**config.mk**
```make
export PLATFORM = sky130hd
export DESIGN_NAME = wocp_top
export DESIGN_NICKNAME = d
export VERILOG_FILES = /design/src/wocp_pkg.sv /design/src/wocp_buf.sv /design/src/wocp_top.sv
export VERILOG_INCLUDE_DIRS = /design/src
export SDC_FILE = /design/constraint.sdc
export NUM_CORES = 1
export LEC_CHECK = 0
export ABC_AREA = 1
export BUFFER_PORTS_ARGS = -buffer_cell sky130_fd_sc_hd__buf_2
export CORE_AREA = 5 5 130 132
export DETAILED_ROUTE_END_ITERATION = 10
export DIE_AREA = 0 0 135 137
export PLACE_DENSITY = 0.69
export SYNTH_ARGS = -nofsm -noshare
export SYNTH_HDL_FRONTEND = slang
export SYNTH_SLANG_ARGS = --single-unit
```
**constraint.sdc**
```tcl
create_clock -name REF_CLK -period 4.75 [get_ports REF_CLK]
set_input_delay 0.2375 -clock REF_CLK [delete_from_list [all_inputs] [get_ports REF_CLK]]
set_output_delay 0.2375 -clock REF_CLK [all_outputs]
set_load 0.005 [all_outputs]
```
**src/wocp_regs.svh**
```systemverilog
// Constants of the write-only serial command port.
`ifndef WOCP_REGS_SVH
`define WOCP_REGS_SVH
`define WOCP_SLAVE_ADDR 7'h1B
`define WOCP_FORCE_BIT 19
`define WOCP_DATA_BYTES 3
`define WOCP_BUS_KHZ 400
`define WOCP_CLK_NS 10
`define WOCP_SPIKE_NS 50
`define WOCP_FILT_CYC ((`WOCP_SPIKE_NS + `WOCP_CLK_NS - 1) / `WOCP_CLK_NS)
`define WOCP_SS_US 400
`define WOCP_SS_CYC ((`WOCP_SS_US * 1000) / `WOCP_CLK_NS)
`define WOCP_CMD_RESET 24'h00_0000
`define WOCP_LEVEL_RESET 8'h00
`endif

```
**src/wocp_pkg.sv**
```systemverilog
// Types shared by the serial command port and its buffer.
`default_nettype none
package wocp_pkg;
  typedef struct packed {
    logic [7:0] first;
    logic [7:0] second;
    logic [7:0] third;
  } wocp_cmd_t;
  typedef enum logic [2:0] {
    ST_IDLE = 3'b000,
    ST_ADDR = 3'b001,
    ST_DATA = 3'b010,
    ST_ACK = 3'b011,
    ST_IGNORE = 3'b100
  } wocp_bus_st_t;
  typedef enum logic [1:0] {
    P_OFF = 2'b00,
    P_DIRECT = 2'b01,
    P_BOOST = 2'b10
  } wocp_pump_st_t;
endpackage
`default_nettype wire

```
**src/wocp_buf.sv**
```systemverilog
// Small circular buffer with valid and ready on both sides.
`timescale 1ns/1ns
`default_nettype none
`include "wocp_regs.svh"
module wocp_buf import wocp_pkg::*; #(
  parameter int DEPTH = 2,
  parameter int AW = 1
) (
  // Clock, reset and enable.
  input wire logic clk,
  input wire logic arst_n,
  input wire logic ce,
  // Filling side.
  input wire logic in_valid,
  input wire wocp_cmd_t in_data,
  output logic in_ready,
  // Draining side.
  output logic out_valid,
  output wocp_cmd_t out_data,
  input wire logic out_ready
);
  wocp_cmd_t mem_reg [DEPTH];
  wocp_cmd_t mem_next [DEPTH];
  logic [AW-1:0] wptr_reg, wptr_next, rptr_reg, rptr_next;
  logic [AW:0] cnt_reg, cnt_next;
  logic push, pop;

  assign in_ready = cnt_reg != (AW+1)'(DEPTH);
  assign out_valid = cnt_reg != '0;
  assign out_data = mem_reg[rptr_reg];
  assign push = in_valid && in_ready;
  assign pop = out_valid && out_ready;

  always_comb begin
    mem_next = mem_reg;
    wptr_next = wptr_reg;
    rptr_next = rptr_reg;
    cnt_next = cnt_reg;
    if (push) begin
      mem_next[wptr_reg] = in_data;
      wptr_next = (wptr_reg == AW'(DEPTH - 1)) ? '0 : wptr_reg + 1'b1;
    end
    if (pop) begin
      rptr_next = (rptr_reg == AW'(DEPTH - 1)) ? '0 : rptr_reg + 1'b1;
    end
    cnt_next = cnt_reg + (AW+1)'(push) - (AW+1)'(pop);
  end

  always_ff @(posedge clk or negedge arst_n) begin
    if (!arst_n) begin
      for (int k = 0; k < DEPTH; k++) begin
        mem_reg[k] <= `WOCP_CMD_RESET;
      end
      wptr_reg <= '0;
      rptr_reg <= '0;
      cnt_reg <= '0;
    end else if (ce) begin
      mem_reg <= mem_next;
      wptr_reg <= wptr_next;
      rptr_reg <= rptr_next;
      cnt_reg <= cnt_next;
    end
  end
endmodule
`default_nettype wire

```
**src/wocp_top.sv**
```systemverilog
// Write-only two-wire command slave with charge-pump mode control.
`timescale 1ns/1ns
`default_nettype none
`include "wocp_regs.svh"
module wocp_top import wocp_pkg::*; #(
  parameter int NSRC = 8,
  parameter int SOFT_START_CYCLES = `WOCP_SS_CYC,
  parameter int FILT_CYCLES = `WOCP_FILT_CYC
) (
  // Clock, reset and enable.
  input wire logic REF_CLK,
  input wire logic ARST_N,
  input wire logic CE,
  // Two-wire bus pins.
  input wire logic SCL_IN,
  input wire logic SDA_IN,
  output logic SDA_OUT,
  output logic SDA_OE,
  // Current source status.
  input wire logic [NSRC-1:0] LED_ACTIVE,
  input wire logic [NSRC-1:0] DROPOUT,
  // Committed command.
  output wocp_cmd_t COMMAND,
  output logic CMD_VALID,
  output wocp_cmd_t CMD_DATA,
  input wire logic CMD_READY,
  // Pump control.
  output logic PUMP_DIRECT,
  output logic PUMP_BOOST,
  output logic [7:0] PUMP_LEVEL
);
  localparam int STEP_CYCLES = (SOFT_START_CYCLES / 255 > 0) ? SOFT_START_CYCLES / 255 : 1;

  // Line index 1 is SCL, index 0 is SDA.
  logic [1:0] pins;
  logic [1:0] s1_reg, s2_reg, filt_reg, filt_q_reg;
  logic [1:0] s1_next, s2_next, filt_next;
  logic [3:0] fcnt_reg [2];
  logic [3:0] fcnt_next [2];

  assign pins = {SCL_IN, SDA_IN};

  // Both lines pass the same delay, so START and STOP keep their place against SCL.
  genvar i;
  generate
    for (i = 0; i < 2; i++) begin : g_line
      // A change must persist longer than a spike before it is believed.
      always_comb begin
        s1_next[i] = pins[i];
        s2_next[i] = s1_reg[i];
        filt_next[i] = filt_reg[i];
        fcnt_next[i] = 4'h0;
        if (s2_reg[i] != filt_reg[i]) begin
          if (fcnt_reg[i] == 4'(FILT_CYCLES - 1)) begin
            filt_next[i] = s2_reg[i];
          end else begin
            fcnt_next[i] = fcnt_reg[i] + 4'h1;
          end
        end
      end

      always_ff @(posedge REF_CLK or negedge ARST_N) begin
        if (!ARST_N) begin
          s1_reg[i] <= 1'b1;
          s2_reg[i] <= 1'b1;
          filt_reg[i] <= 1'b1;
          filt_q_reg[i] <= 1'b1;
          fcnt_reg[i] <= 4'h0;
        end else if (CE) begin
          s1_reg[i] <= s1_next[i];
          s2_reg[i] <= s2_next[i];
          filt_reg[i] <= filt_next[i];
          filt_q_reg[i] <= filt_reg[i];
          fcnt_reg[i] <= fcnt_next[i];
        end
      end
    end
  endgenerate

  logic scl_f, sda_f, scl_rise, scl_fall, start_det, stop_det;
  assign scl_f = filt_reg[1];
  assign sda_f = filt_reg[0];
  assign scl_rise = scl_f && !filt_q_reg[1];
  assign scl_fall = !scl_f && filt_q_reg[1];
  assign start_det = scl_f && filt_q_reg[1] && !sda_f && filt_q_reg[0];
  assign stop_det = scl_f && filt_q_reg[1] && sda_f && !filt_q_reg[0];

  // Receive engine.
  wocp_bus_st_t st_reg, st_next;
  logic [3:0] bit_reg, bit_next;
  logic [7:0] shift_reg, shift_next;
  logic [1:0] idx_reg, idx_next;
  wocp_cmd_t hold_reg, hold_next, cmd_reg, cmd_next;
  logic full_reg, full_next, oe_reg, oe_next;
  logic commit, buf_in_ready, byte_end;

  assign byte_end = scl_fall && (bit_reg == 4'h8);

  // A condition overrides any bit in flight, so a cut byte never reaches the latches.
  always_comb begin
    st_next = st_reg;
    bit_next = bit_reg;
    shift_next = shift_reg;
    idx_next = idx_reg;
    hold_next = hold_reg;
    cmd_next = cmd_reg;
    full_next = full_reg;
    oe_next = oe_reg;
    commit = 1'b0;
    if (start_det) begin
      st_next = ST_ADDR;
      bit_next = 4'h0;
      oe_next = 1'b0;
    end else if (stop_det) begin
      st_next = ST_IDLE;
      oe_next = 1'b0;
      if (full_reg) begin
        commit = 1'b1;
        cmd_next = hold_reg;
        full_next = 1'b0;
      end
    end else begin
      unique case (st_reg)
        ST_IDLE, ST_IGNORE: begin
        end
        ST_ADDR, ST_DATA: begin
          if (scl_rise && bit_reg != 4'h8) begin
            shift_next = {shift_reg[6:0], sda_f};
            bit_next = bit_reg + 4'h1;
          end
          if (byte_end && st_reg == ST_ADDR) begin
            // A full buffer refuses the address so no committed word is lost.
            if (shift_reg == {`WOCP_SLAVE_ADDR, 1'b0} && buf_in_ready) begin
              oe_next = 1'b1;
              st_next = ST_ACK;
              idx_next = 2'h0;
              full_next = 1'b0;
            end else begin
              st_next = ST_IGNORE;
            end
          end else if (byte_end) begin
            oe_next = 1'b1;
            st_next = ST_ACK;
            unique case (idx_reg)
              2'h0: hold_next.first = shift_reg;
              2'h1: hold_next.second = shift_reg;
              default: hold_next.third = shift_reg;
            endcase
            if (idx_reg == 2'(`WOCP_DATA_BYTES - 1)) begin
              full_next = 1'b1;
            end else begin
              idx_next = idx_reg + 2'h1;
            end
          end
        end
        ST_ACK: begin
          if (scl_fall) begin
            oe_next = 1'b0;
            bit_next = 4'h0;
            st_next = full_reg ? ST_IGNORE : ST_DATA;
          end
        end
        default: begin
          st_next = ST_IDLE;
        end
      endcase
    end
  end

  always_ff @(posedge REF_CLK or negedge ARST_N) begin
    if (!ARST_N) begin
      st_reg <= ST_IDLE;
      bit_reg <= 4'h0;
      shift_reg <= 8'h00;
      idx_reg <= 2'h0;
      hold_reg <= `WOCP_CMD_RESET;
      cmd_reg <= `WOCP_CMD_RESET;
      full_reg <= 1'b0;
      oe_reg <= 1'b0;
    end else if (CE) begin
      st_reg <= st_next;
      bit_reg <= bit_next;
      shift_reg <= shift_next;
      idx_reg <= idx_next;
      hold_reg <= hold_next;
      cmd_reg <= cmd_next;
      full_reg <= full_next;
      oe_reg <= oe_next;
    end
  end

  // The pin is only ever pulled low; read data never exists.
  assign SDA_OUT = 1'b0;
  assign SDA_OE = oe_reg;
  assign COMMAND = cmd_reg;

  // A stalled consumer fills the buffer, and the address is then refused instead of a word lost.
  wocp_buf #(
    .DEPTH(2),
    .AW(1)
  ) u_buf (
    .clk(REF_CLK),
    .arst_n(ARST_N),
    .ce(CE),
    .in_valid(commit),
    .in_data(hold_reg),
    .in_ready(buf_in_ready),
    .out_valid(CMD_VALID),
    .out_data(CMD_DATA),
    .out_ready(CMD_READY)
  );

  // Pump mode control.
  // Boost never steps back to direct; the pump stops only when nothing is enabled or forced.
  wocp_pump_st_t pump_reg, pump_next;
  logic [15:0] step_reg, step_next;
  logic [7:0] level_reg, level_next;
  logic enabled, boost_req, force_on;

  assign enabled = |LED_ACTIVE;
  assign boost_req = |(DROPOUT & LED_ACTIVE);
  assign force_on = cmd_reg[`WOCP_FORCE_BIT];

  always_comb begin
    pump_next = pump_reg;
    step_next = step_reg;
    level_next = level_reg;
    unique case (pump_reg)
      P_OFF: begin
        if (force_on) begin
          pump_next = P_BOOST;
        end else if (enabled) begin
          pump_next = P_DIRECT;
        end
      end
      P_DIRECT: begin
        if (!enabled && !force_on) begin
          pump_next = P_OFF;
        end else if (boost_req || force_on) begin
          pump_next = P_BOOST;
        end
      end
      P_BOOST: begin
        if (!enabled && !force_on) begin
          pump_next = P_OFF;
        end else if (level_reg != 8'hFF) begin
          // One step per fixed interval gives a linear ramp to full strength.
          if (step_reg == 16'(STEP_CYCLES - 1)) begin
            step_next = 16'h0000;
            level_next = level_reg + 8'h01;
          end else begin
            step_next = step_reg + 16'h0001;
          end
        end
      end
      default: begin
        pump_next = P_OFF;
      end
    endcase
    if (pump_next != P_BOOST) begin
      step_next = 16'h0000;
      level_next = `WOCP_LEVEL_RESET;
    end
  end

  always_ff @(posedge REF_CLK or negedge ARST_N) begin
    if (!ARST_N) begin
      pump_reg <= P_OFF;
      step_reg <= 16'h0000;
      level_reg <= `WOCP_LEVEL_RESET;
    end else if (CE) begin
      pump_reg <= pump_next;
      step_reg <= step_next;
      level_reg <= level_next;
    end
  end

  assign PUMP_DIRECT = pump_reg == P_DIRECT;
  assign PUMP_BOOST = pump_reg == P_BOOST;
  assign PUMP_LEVEL = level_reg;
endmodule
`default_nettype wire

```
==> results of run 1 <==
==> power by group through the flow <==
stage               registers, mW  logic [mW]  clock network (mW)
global placement             1.71       0.867                   0
finish                       1.69       0.884                1.38
CTS                          1.69       0.900                1.40
floorplan                    1.68       0.622                   0
global route                 1.72        1.03                1.46
detailed placement           1.71       0.895                   0
==> area by class of cell <==
type / count / area share
flip-flops and latches: 161 / 0.460
multi-input cells: 662 / 0.355
repair buffers: 90 / 0.0554
clock buffers: 17 / 0.0484
inverters: 75 / 0.0320
well taps: 216 / 0.0308
clock inverters: 13 / 0.0187
==> worst max path at each step <==
stage | from | end | slack [ns] | cells after the start
after CTS | u_buf.rptr_reg$_DFFE_PN0P_ | CMD_DATA[0] | 2.08 | 5
after global placement | bit_reg[0]$_DFFE_PN0P_ | shift_reg[3]$_DFFE_PN0P_ | 2.49 | 6
after detailed placement | bit_reg[0]$_DFFE_PN0P_ | shift_reg[2]$_DFFE_PN0P_ | 2.42 | 6
after global routing | u_buf.rptr_reg$_DFFE_PN0P_ | CMD_DATA[0] | 1.94 | 5
final | u_buf.rptr_reg$_DFFE_PN0P_ | CMD_DATA[0] | 2.14 | 5
after floorplan | sda_f$_DFFE_PN1P_ | u_buf.mem_reg[29]$_DFFE_PN0P_ | 2.88 | 10
==> what timing repair did <==
item | CTS | global route
setup endpoints to repair | 0 | 0
hold endpoints to repair | 58 | 0
gates resized for setup | 0 | 0
hold buffers | 3 | 0
==> routing by layer <==
layer  share of wire  routed length (um)
met3           0.036                 606
met5               0                   0
met2            0.48                8110
met4           0.010                 176
met1            0.47                7940
==> cell usage in the layout (no fill, tap or decap), types with 6 or more instances in the layout <==
cell / n
a21oi_1: 8
buf_2: 80
buf_4: 6
clkbuf_16: 17
dfrtp_1: 153
dfstp_2: 8
ha_1: 13
inv_1: 73
nand2_1: 328
nand3_1: 41
nor2_1: 74
o21ai_0: 128
xnor2_1: 6
xor2_1: 22
==> critical path: cells and delay by family, from the launching register on <==
family,cells,cell delay [ns]
buf+inv,3,1.24
flops,1,0.32
simple gates,2,0.37
==> kinds of logic (layout without fill, tap and decap cells) <==
logic type / after synthesis / count (layout) / share of synthesized area
adders and majority gates: 13 / 13 / 0.0214
buffers and inverters: 111 / 195 / 0.0589
xor gates and xnor gates: 28 / 28 / 0.0322
other: 1 / 1 / 0.000493
DFF: 161 / 161 / 0.531
and+or+nand+nor: 465 / 465 / 0.248
AOI/OAI and AO/OA: 155 / 155 / 0.108
==> summary.md, run 1 <==
| Metric | Value |
|---|---|
| Status | `completed` |
| Clk pin slew, worst setup/hold paths | `0.06 ns` |
| Final hold vios | `0` |
| Seq/Total Area, Yosys | `0.531` |
| Rel. slew slack | `0.154` |
| Root buffer cell | `clkbuf_16` |
| Worst r2r dst | `shift_reg[2]$_DFFE_PN0P_` |
| Worst path most repeated cell | `nand2_1` |
| Starting Density | `0.488` |
| Highest clock rate | `383 MHz` |
| Post-synth EDFFs | `0` |
| Total number of vias | `6108` |
| Net Sw Frac | `0.333` |
| Port bufs | `81` |
| Number of post-CTS setup repair buffers | `0` |
| # nets final | `1042` |
| Overall Global Routing Usage | `0.193` |
| Initial antenna violation count | `0` |
| Ys async rst share | `1.00` |
| Post-Route WL | `16.8 mm` |
| Cell count after placement | `1201` |
| Grt ovf | `0` |
| Clk sink count | `161` |
| Crit path largest cell delay | `0.79 ns` |
| Post-DR vias/cell | `4.95` |
| Crit-path max FO | `25` |
| Core Rows | `46` |
| Leak | `4.33 nW` |
| Placed Area | `0.00817 mm2` |
| Tcrit/Tclk final | `0.550` |
| Diode count | `0` |
| Number of distinct library cells after synthesis | `37` |
| CP endpoint kind | `output port` |
| Clk pwr share | `0.348` |
| Antenna-violating nets left | `0` |
| Synth area leaders | `dfrtp_1, nand2_1, o21ai_0` |
| Fill count | `1439` |
| DRC | `0` |
| Final setup violation count | `0` |
| Least-Margin Pin Slew | `1.26 ns` |
| WP data required | `4.51 ns` |
| Hpwl dp | `11.3 mm` |
| Avg WL per Cell | `13.6 um` |
| Cells on Worst Hold Path | `4` |
| Yosys warnings | `0` |
| RSZ-0062 raised after global routing | `no` |
| Die height | `137 um` |
| Vias in the first global route | `5856` |
| Initial DRC Count | `389` |
| Gpl congestion | `0.849` |
| Clk Latency, worst-skew pair | `0.43 ns` |
| Design Power | `3.95 mW` |
| Syn Area/Cell | `8.15 um2` |
| Crit path kind | `flop to output port` |
| Logic pwr share | `0.224` |
| Post-synthesis register bit count | `161` |
| CTS buffer count | `17` |
| Critical path arrival | `2.37 ns` |
| H-tree depth | `4` |
| Most frequent cells after synthesis | `nand2_1, dfrtp_1, o21ai_0` |
| Largest net degree at the start of global routing | `67` |
| Net Count, Synth | `969` |
| Pins over their slew limit | `0` |
| Met2 GRT Util | `0.324` |
| Worst-path cell chain | `buf_4 > clkinv_1 > nand2_1 > nand2_1 > buf_2` |
| Internal power | `2.64 mW` |
| Fin cells | `1234` |
| M3 GR Usage | `0.0390` |
| Area of the multi-input gates | `0.00312 mm2` |
| PD cells | `450 mW/mm2` |
| Most used DFF post-synth | `dfrtp_1` |
| R2r worst-path depth | `6` |
| Min Tclk post-route | `2.61 ns` |
| Hold Path Class | `input pin to flop` |
| Max rail drop VDD | `0.321 mV` |
| Max reg flops | `48` |
| CTS tree | `built` |
| Die ar. | `0.0185 mm2` |
| Worst Hold End | `u_buf.rptr_reg$_DFFE_PN0P_` |
| Synth top area share | `0.503` |
| FF-to-FF setup slack | `2.38 ns` |
| Synthesis-to-layout area growth | `15.5%` |
| GR Util met1 | `0.255` |
| Slowest CP cell | `clkinv_1` |
| Die X-Extent | `135 um` |
| Hold Path Origin | `CMD_READY` |
| FF-to-FF Start | `bit_reg[0]$_DFFE_PN0P_` |
| Final non-filler cell area | `0.00879 mm2` |
| Startpoint Class | `flop` |
| Synthesized area | `0.00761 mm2` |
| Post-synth top area cell | `dfrtp_1` |
| Max-Cap Viols | `0` |
| Placeable Area | `0.0156 mm2` |
| Min Hold Slack | `0.285 ns` |
| Setup_tns | `0 ns` |
| Layer with the highest usage | `met2` |
| First-pass DRT Iterations | `5` |
| Share of power burned in registers | `0.429` |
| Final core utilization | `0.563` |
| Leading cell type by number of instances after synthesis | `nand2_1` |
| Global-route wire length before repair | `28.7 mm` |
| Setup Skew | `0.00854 ns` |
| FF/Latch Area | `0.00404 mm2` |
| Mapped Cells | `934` |
| P_sw | `1.32 mW` |
| Number of top-level pins | `83` |
| Setup WS post-layout | `2.14 ns` |
| Pre-CTS setup slack | `2.42 ns` |
| Layout cells sized above 1 | `0.136` |
| Longest Clk Path Bufs | `2` |
Power figures use the tool's default switching activity.
==> run 2, diff against run 1 <==
==> constraint.sdc (replaced) <==
create_clock -name REF_CLK -period 2.55 [get_ports REF_CLK]
set_input_delay 0.1275 -clock REF_CLK [delete_from_list [all_inputs] [get_ports REF_CLK]]
set_output_delay 0.1275 -clock REF_CLK [all_outputs]
set_load 0.005 [all_outputs]
==> run 2 against run 1 <==
  * Critical path depth rose by 3
  * Clock power rose by 79%
  * Combinational power rose by 91%
  * Register-to-register slack got worse by 2.0 ns
  * Sequential power rose by 86%
  * Sequential cell count did not move
  * Cell area rose by 0.60%
  * Count of clock-buffer cells in the layout rose by 2
  * Worst setup slack got worse by 1.7 ns
==> summary.md, run 2 (same netlist as run 1, synthesis figures left out) <==
| Metric | Value |
|---|---|
| Antenna-violating nets left | `0 (unchanged)` |
| Setup WS post-layout | `0.430 ns (-1.71 ns)` |
| Hold Path Class | `input pin to flop` |
| Gpl congestion | `0.861 (+1.4%)` |
| Worst Setup SP | `PUMP_LEVEL[0]$_DFFE_PN0P_` |
| Post-Route WL | `16.6 mm (-1.1%)` |
| DRC | `0 (unchanged)` |
| Logic pwr share | `0.231 (+0.007)` |
| Fill count | `1457 (+1.3%)` |
| Post-DR vias/cell | `4.93 (-0.32%)` |
| Overall Global Routing Usage | `0.188 (-0.00416)` |
| Setup Skew | `0.00862 ns (+0.0000869 ns)` |
| Area of the multi-input gates | `0.00312 mm2 (unchanged)` |
| Critical path arrival | `2.40 ns (+0.03 ns)` |
| Final setup violation count | `0 (unchanged)` |
| Largest net degree at the start of global routing | `60 (-10%)` |
| Net Sw Frac | `0.338 (+0.00508)` |
| WP data required | `2.83 ns (-1.68 ns)` |
| CTS tree | `built` |
| Most common cell after layout, fill and taps aside | `nand2_1` |
| Number of post-CTS setup repair buffers | `0 (unchanged)` |
| Grt ovf | `0 (unchanged)` |
| RSZ-0062 raised after global routing | `no` |
| Die height | `137 um (unchanged)` |
| First-pass DRT Iterations | `5 (unchanged)` |
| Setup_tns | `0 ns (unchanged)` |
| Diode count | `0 (unchanged)` |
| Max reg flops | `48 (unchanged)` |
| Share of power burned in registers | `0.431 (+0.002)` |
| Number of top-level pins | `83 (unchanged)` |
| H-tree depth | `4 (unchanged)` |
| Hpwl dp | `11.4 mm (+0.65%)` |
| Die ar. | `0.0185 mm2 (unchanged)` |
| Post-CTS Resized | `0 (unchanged)` |
| Startpoint Class | `flop` |
| Clk pin slew, worst setup/hold paths | `0.07 ns (about the same)` |
| Fin cells | `1241 (+0.57%)` |
| Least-Margin Pin Slew | `0.792 ns (-0.467 ns)` |
| Clk pwr share | `0.338 (-0.010)` |
| Crit path kind | `flop to flop` |
| PD cells | `827 mW/mm2 (+84%)` |
| Die X-Extent | `135 um (unchanged)` |
| Synthesis-to-layout area growth | `16.2%` |
| Total number of vias | `6123 (+0.25%)` |
| FF-to-FF Start | `PUMP_LEVEL[0]$_DFFE_PN0P_` |
| Max-Cap Viols | `0 (unchanged)` |
| CTS buffer count | `17 (unchanged)` |
| Global-route wire length before repair | `28.2 mm (-1.6%)` |
| Tcrit/Tclk final | `0.832` |
| Internal power | `4.84 mW (+84%)` |
| Status | `completed` |
| Hold Path Origin | `CMD_READY` |
| Layout cells sized above 1 | `0.141 (+0.00590)` |
| Initial DRC Count | `505 (+30%)` |
| Cell count after placement | `1206 (+0.42%)` |
| Starting Density | `0.488 (unchanged)` |
| Longest Clk Path Bufs | `2 (unchanged)` |
| Avg WL per Cell | `13.4 um (-1.6%)` |
| Crit-path max FO | `27 (+8.0%)` |
| # nets final | `1047 (+0.48%)` |
| FF/Latch Area | `0.00404 mm2 (unchanged)` |
| Highest clock rate | `472 MHz` |
| Commonest non-fill, non-tap cells in the layout | `nand2_1, dfrtp_1, o21ai_0` |
| CP endpoint kind | `flop` |
| R2r worst-path depth | `8 (+2)` |
| Max rail drop VDD | `0.488 mV (+52%)` |
| Pins over their slew limit | `0 (unchanged)` |
| Clk sink count | `161 (unchanged)` |
| Final core utilization | `0.567 (+0.00337)` |
| P_sw | `2.47 mW (+88%)` |
| Final hold vios | `0 (unchanged)` |
| Initial antenna violation count | `0 (unchanged)` |
| Pre-CTS setup slack | `0.467 ns (-1.95 ns)` |
| Root buffer cell | `clkbuf_16` |
| Leak | `4.36 nW (+0.62%)` |
| Rel. slew slack | `0.469 (+0.315)` |
| Vias in the first global route | `5879 (+0.39%)` |
| Clk Latency, worst-skew pair | `0.42 ns (about the same)` |
| Core Rows | `46 (unchanged)` |
| Cells on Worst Hold Path | `4 (unchanged)` |
| Port bufs | `81 (unchanged)` |
| Hold-fix buffers, CTS | `3 (unchanged)` |
| Min Tclk post-route | `2.12 ns` |
| Placeable Area | `0.0156 mm2 (unchanged)` |
-- run 2: cell types whose count changed in the layout (fill, tap and decap cells not counted), sizes merged --
cell / previous run / this run
buf: 87 / 92
bufinv: 3 / 1
clkinv: 7 / 6
clkbuf: 17 / 19
inv: 76 / 78
clkinvlp: 2 / 3
-- run 2: path summary, 6_finish.rpt --
| path | slack [ns] | to |
|---|---|---|
| setup reg to reg | 0.43 | step_reg[7]$_DFFE_PN0P_ |
| max in group asynchronous | 1.60 | hold_reg[6]$_DFFE_PN0P_ |
| min in group asynchronous | 0.24 | fcnt_reg[2]$_DFFE_PN0P_ |
| hold reg to reg | 0.47 | s1_reg[1]$_DFFE_PN1P_ |
| hold / removal | 0.13 | u_buf.rptr_reg$_DFFE_PN0P_ |
| setup / recovery | 0.43 | step_reg[7]$_DFFE_PN0P_ |
-- run 2: stage by stage --
| step | total power [mW] | area (um2) | hold WS, ns |
|---|---|---|---|
| after global routing | 7.80 | 8840 | 0.152 |
| after CTS | 7.40 | 8840 | 0.122 |
| after detailed placement | 4.90 | 8230 | 0.141 |
| final | 7.31 | 8840 | 0.131 |
| after global placement | 4.86 | 8230 | 0.137 |
| after floorplan | 4.30 | 7610 | -0.168 |
-- run 2: power groups by stage --
stage	logic [mW]	clock network [mW]	registers [mW]
5_1_grt	1.96	2.64	3.20
2_1_floorplan	1.16	0	3.14
3_5_place_dp	1.71	0	3.19
4_1_cts	1.72	2.53	3.15
3_3_place_gp	1.68	0	3.18
6_report	1.69	2.47	3.15
-- run 2: final cells by class --
cell class | count | area share
clock inverter | 13 | 0.0143
sequential | 161 | 0.457
tap | 216 | 0.0306
inverter | 75 | 0.0318
multi-input combinational | 662 | 0.353
timing repair buffer | 95 | 0.0621
clock buffer | 19 | 0.0512
-- run 2: critical path: stages, from the launching register on --
cell and delay (ns):
dfrtp_1 0.40, ha_1 0.23, nand3_1 0.11, nor3_1 0.35, nor2_1 0.10, inv_1 0.06, nand2_1 0.15, nand2_2 0.40
o21ai_0 0.16
-- run 2: metal layers --
| layer | vias to the layer above | track usage | part of all wire |
|---|---|---|---|
| met1 | 2871 | 0.258 | 0.47 |
| met4 | 0 | 0.0594 | 0.011 |
| li1 | 3133 | - | - |
| met5 | - | 0 | 0 |
| met3 | 14 | 0.0346 | 0.038 |
| met2 | 105 | 0.308 | 0.48 |
==> run 3, diff against run 2 <==
--- a/config.mk
+++ b/config.mk
@@ -6,7 +6,7 @@
 export SDC_FILE = /design/constraint.sdc
 export NUM_CORES = 1
 export LEC_CHECK = 0
-export ABC_AREA = 1
+export ABC_AREA = 0
 export BUFFER_PORTS_ARGS = -buffer_cell sky130_fd_sc_hd__buf_2
 export CORE_AREA = 5 5 130 132
 export DETAILED_ROUTE_END_ITERATION = 10
==> constraint.sdc (replaced) <==
create_clock -name REF_CLK -period 2.1 [get_ports REF_CLK]
set_input_delay 0.105 -clock REF_CLK [delete_from_list [all_inputs] [get_ports REF_CLK]]
set_output_delay 0.105 -clock REF_CLK [all_outputs]
set_load 0.005 [all_outputs]
==> run 3 against run 2 <==
  * First-iteration DRC count down 29%
  * Global-route usage rose by 0.96 points
  * Synthesized area rose by 0.31%
  * Utilization up 4.9 points
  * Cell count is 19% lower
  * Count of clock-buffer cells in the layout decreased by 2
  * Power up 28%
  * Sequential cell count stayed put
  * Via count shrank 9.5%
  * Clock power increased by 30%
  * Maximum frequency is 1.3% higher
  * Critical path type unchanged
  * Largest cell class unchanged
  * Largest power group unchanged
==> summary.md, run 3 <==
| Metric | Value |
|---|---|
| Crit-path max FO | `9 (-67%)` |
| Worst-path cell chain | `inv_1 > or4_4 > a211oi_4 > and2_4 > mux2_2` |
| Slowest CP cell | `dfstp_2` |
| Root buffer cell | `clkbuf_16` |
| Min Hold Slack | `0.132 ns (+0.000682 ns)` |
| Leading cell type by number of instances after synthesis | `dfrtp_1` |
| Fin cells | `1005 (-19%)` |
| Setup Skew | `0.0182 ns (+0.00957 ns)` |
| Core Rows | `46 (unchanged)` |
| Clk Latency, worst-skew pair | `0.43 ns (about the same)` |
| Post-synth top area cell | `dfrtp_1` |
| Pre-CTS setup slack | `-0.0310 ns (-0.498 ns)` |
| Grt ovf | `0 (unchanged)` |
| Buf/Inv on CP | `1 (unchanged)` |
| Synthesis-to-layout area growth | `25.9%` |
| Synth top area share | `0.502 (-0.00157)` |
| Antenna-violating nets left | `0 (unchanged)` |
| WP data required | `2.40 ns (-0.43 ns)` |
| Post-DR vias/cell | `5.51 (+12%)` |
| Clk pin slew, worst setup/hold paths | `0.07 ns (about the same)` |
| Max reg flops | `48 (unchanged)` |
| Avg WL per Cell | `17.7 um (+32%)` |
| Longest Clk Path Bufs | `2 (unchanged)` |
| Delay-heaviest family, CP | `simple AND/OR/NAND/NOR gates` |
| Post-Route WL | `17.8 mm (+6.8%)` |
| CP endpoint kind | `flop` |
| Final setup violation count | `0 (unchanged)` |
| Critical path arrival | `2.39 ns (about the same)` |
| Starting Density | `0.489 (+0.00152)` |
| PD cells | `973 mW/mm2 (+18%)` |
| Post-synth EDFFs | `0 (unchanged)` |
| Largest net degree at the start of global routing | `57 (-5.0%)` |
| Total number of vias | `5542 (-9.5%)` |
| Placeable Area | `0.0156 mm2 (unchanged)` |
| Tcrit/Tclk final | `0.996 (+0.165)` |
| # nets final | `811 (-23%)` |
| Net Count, Synth | `662 (-32%)` |
| Port bufs | `81 (unchanged)` |
| Final core utilization | `0.616 (+0.0490)` |
| Die height | `137 um (unchanged)` |
| Max rail drop VDD | `0.739 mV (+51%)` |
| Die ar. | `0.0185 mm2 (unchanged)` |
| Leak | `4.81 nW (+10%)` |
| Max-Cap Viols | `0 (unchanged)` |
| Highest clock rate | `478 MHz (+1.3%)` |
| Commonest non-fill, non-tap cells in the layout | `dfrtp_1, mux2_2, buf_2` |
| Vias in the first global route | `5751 (-2.2%)` |
| Layout cells sized above 1 | `0.478 (+0.336)` |
| Initial DRC Count | `359 (-29%)` |
| RSZ-0062 raised after global routing | `yes` |
| Number of distinct library cells after synthesis | `71 (+92%)` |
| Min Tclk post-route | `2.09 ns (-0.0282 ns)` |
| Most used DFF post-synth | `dfrtp_1` |
| Crit path largest cell delay | `0.54 ns (+0.14 ns)` |
| H-tree depth | `4 (unchanged)` |
| Initial antenna violation count | `0 (unchanged)` |
| Setup WS post-layout | `0.00773 ns (-0.422 ns)` |
| Startpoint Class | `flop` |
| Number of top-level pins | `83 (unchanged)` |
| Cell count after placement | `960 (-20%)` |
| Most frequent cells after synthesis | `dfrtp_1, mux2_2, nand2_1` |
| Setup_tns | `0 ns (unchanged)` |
| Seq/Total Area, Yosys | `0.529 (-0.00165)` |
| Diode count | `0 (unchanged)` |
| Hold Path Class | `input pin to flop` |
| Clk sink count | `161 (unchanged)` |
| Syn Area/Cell | `12.2 um2 (+49%)` |
| Crit path kind | `flop to flop` |
| Status | `completed` |
| Final hold vios | `0 (unchanged)` |
| Mapped Cells | `627 (-33%)` |
| Hpwl dp | `12.4 mm (+8.3%)` |
| Overall Global Routing Usage | `0.198 (+0.00957)` |
| Synth area leaders | `dfrtp_1, mux2_2, dfstp_2` |
| Most common cell after layout, fill and taps aside | `dfrtp_1` |
| Pins over their slew limit | `0 (unchanged)` |
| DRC | `0 (unchanged)` |
| First-pass DRT Iterations | `5 (unchanged)` |
| CTS tree | `built` |
| CTS buffer count | `17 (unchanged)` |
| Synthesized area | `0.00763 mm2 (+0.31%)` |
| Yosys warnings | `0 (unchanged)` |
| Die X-Extent | `135 um (unchanged)` |
| Global-route wire length before repair | `29.2 mm (+3.5%)` |
| Ys async rst share | `1.00 (unchanged)` |
| Gpl congestion | `0.844 (-2.0%)` |
| Post-synthesis register bit count | `161 (unchanged)` |
==> run 3: area by class of cell <==
class,count,area [um2]
fillers,1218,5990
flip-flops and latches,161,4040
multi-input cells,416,3500
repair buffers,155,1070
clock buffers,17,425
well taps,216,270
clock inverters,15,209
inverters,25,93.8
==> run 3: cell families after synthesis <==
kind of cell | share of synthesized area
muxes | 0.208
DFF | 0.529
and+or+nand+nor | 0.116
buffers and inverters | 0.0300
AOI/OAI and AO/OA | 0.0867
other | 0.000491
adders and majority gates | 0.0213
xor gates and xnor gates | 0.00918
==> run 3: timing repair <==
| item | 4_1_cts | 5_1_grt |
|---|---|---|
| endpoints found under the hold margin | 40 | 0 |
| cloned | 0 | 1 |
| buffers inserted | 2 | 8 |
| hold buffers | 3 | 0 |
| endpoints found under the setup margin | 37 | 69 |
| gates resized for setup | 13 | 17 |
| pin swaps | 6 | 12 |
==> run 3: worst paths after layout <==
| kind | from | end | slack, ns | depth (start not counted) |
|---|---|---|---|---|
| max | filt_q_reg[1]$_DFFE_PN1P_ | shift_reg[5]$_DFFE_PN0P_ | 0.008 | 5 |
| min | CMD_READY | u_buf.rptr_reg$_DFFE_PN0P_ | 0.13 | 4 |
| max reg2reg | filt_q_reg[1]$_DFFE_PN1P_ | shift_reg[5]$_DFFE_PN0P_ | 0.008 | 5 |
| min reg2reg | u_buf.cnt_reg[1]$_DFFE_PN0P_ | u_buf.cnt_reg[1]$_DFFE_PN0P_ | 0.49 | 1 |
| max in group asynchronous | ARST_N | COMMAND[3]$_DFFE_PN0P_ | 1.27 | 3 |
| min in group asynchronous | ARST_N | PUMP_LEVEL[0]$_DFFE_PN0P_ | 0.17 | 2 |
==> run 3: where the power goes <==
group          leakage [nW]  switching [mW]  internal (mW)  total (mW)
Combinational          2.32            1.35           1.14        2.48
Clock                 0.304            1.47           1.74        3.21
Sequential             2.18           0.262           3.39        3.66
Total                  4.81            3.08           6.27        9.35
==> run 3: metal layers <==
layer | GRT usage | vias to the layer above | routed length [um]
li1 | - | 2589 | -
met1 | 0.259 | 2828 | 7940
met2 | 0.336 | 109 | 9150
met3 | 0.0426 | 16 | 487
met4 | 0.0549 | 0 | 205
met5 | 0 | - | 0
==> run 3: per-stage QoR <==
stage	total power, mW	area (um2)
2_1_floorplan	5.10	7640
3_3_place_gp	5.86	8730
3_5_place_dp	5.97	8730
4_1_cts	9.28	9460
5_1_grt	9.80	9610
6_report	9.35	9610
==> run 3: worst reg2reg max path, delay by kind of cell (launching register included) <==
kind | cells | cell delay (ns)
buf+inv | 1 | 0.05
flops | 1 | 0.54
compound gates | 1 | 0.28
simple gates | 2 | 0.76
mux | 1 | 0.35
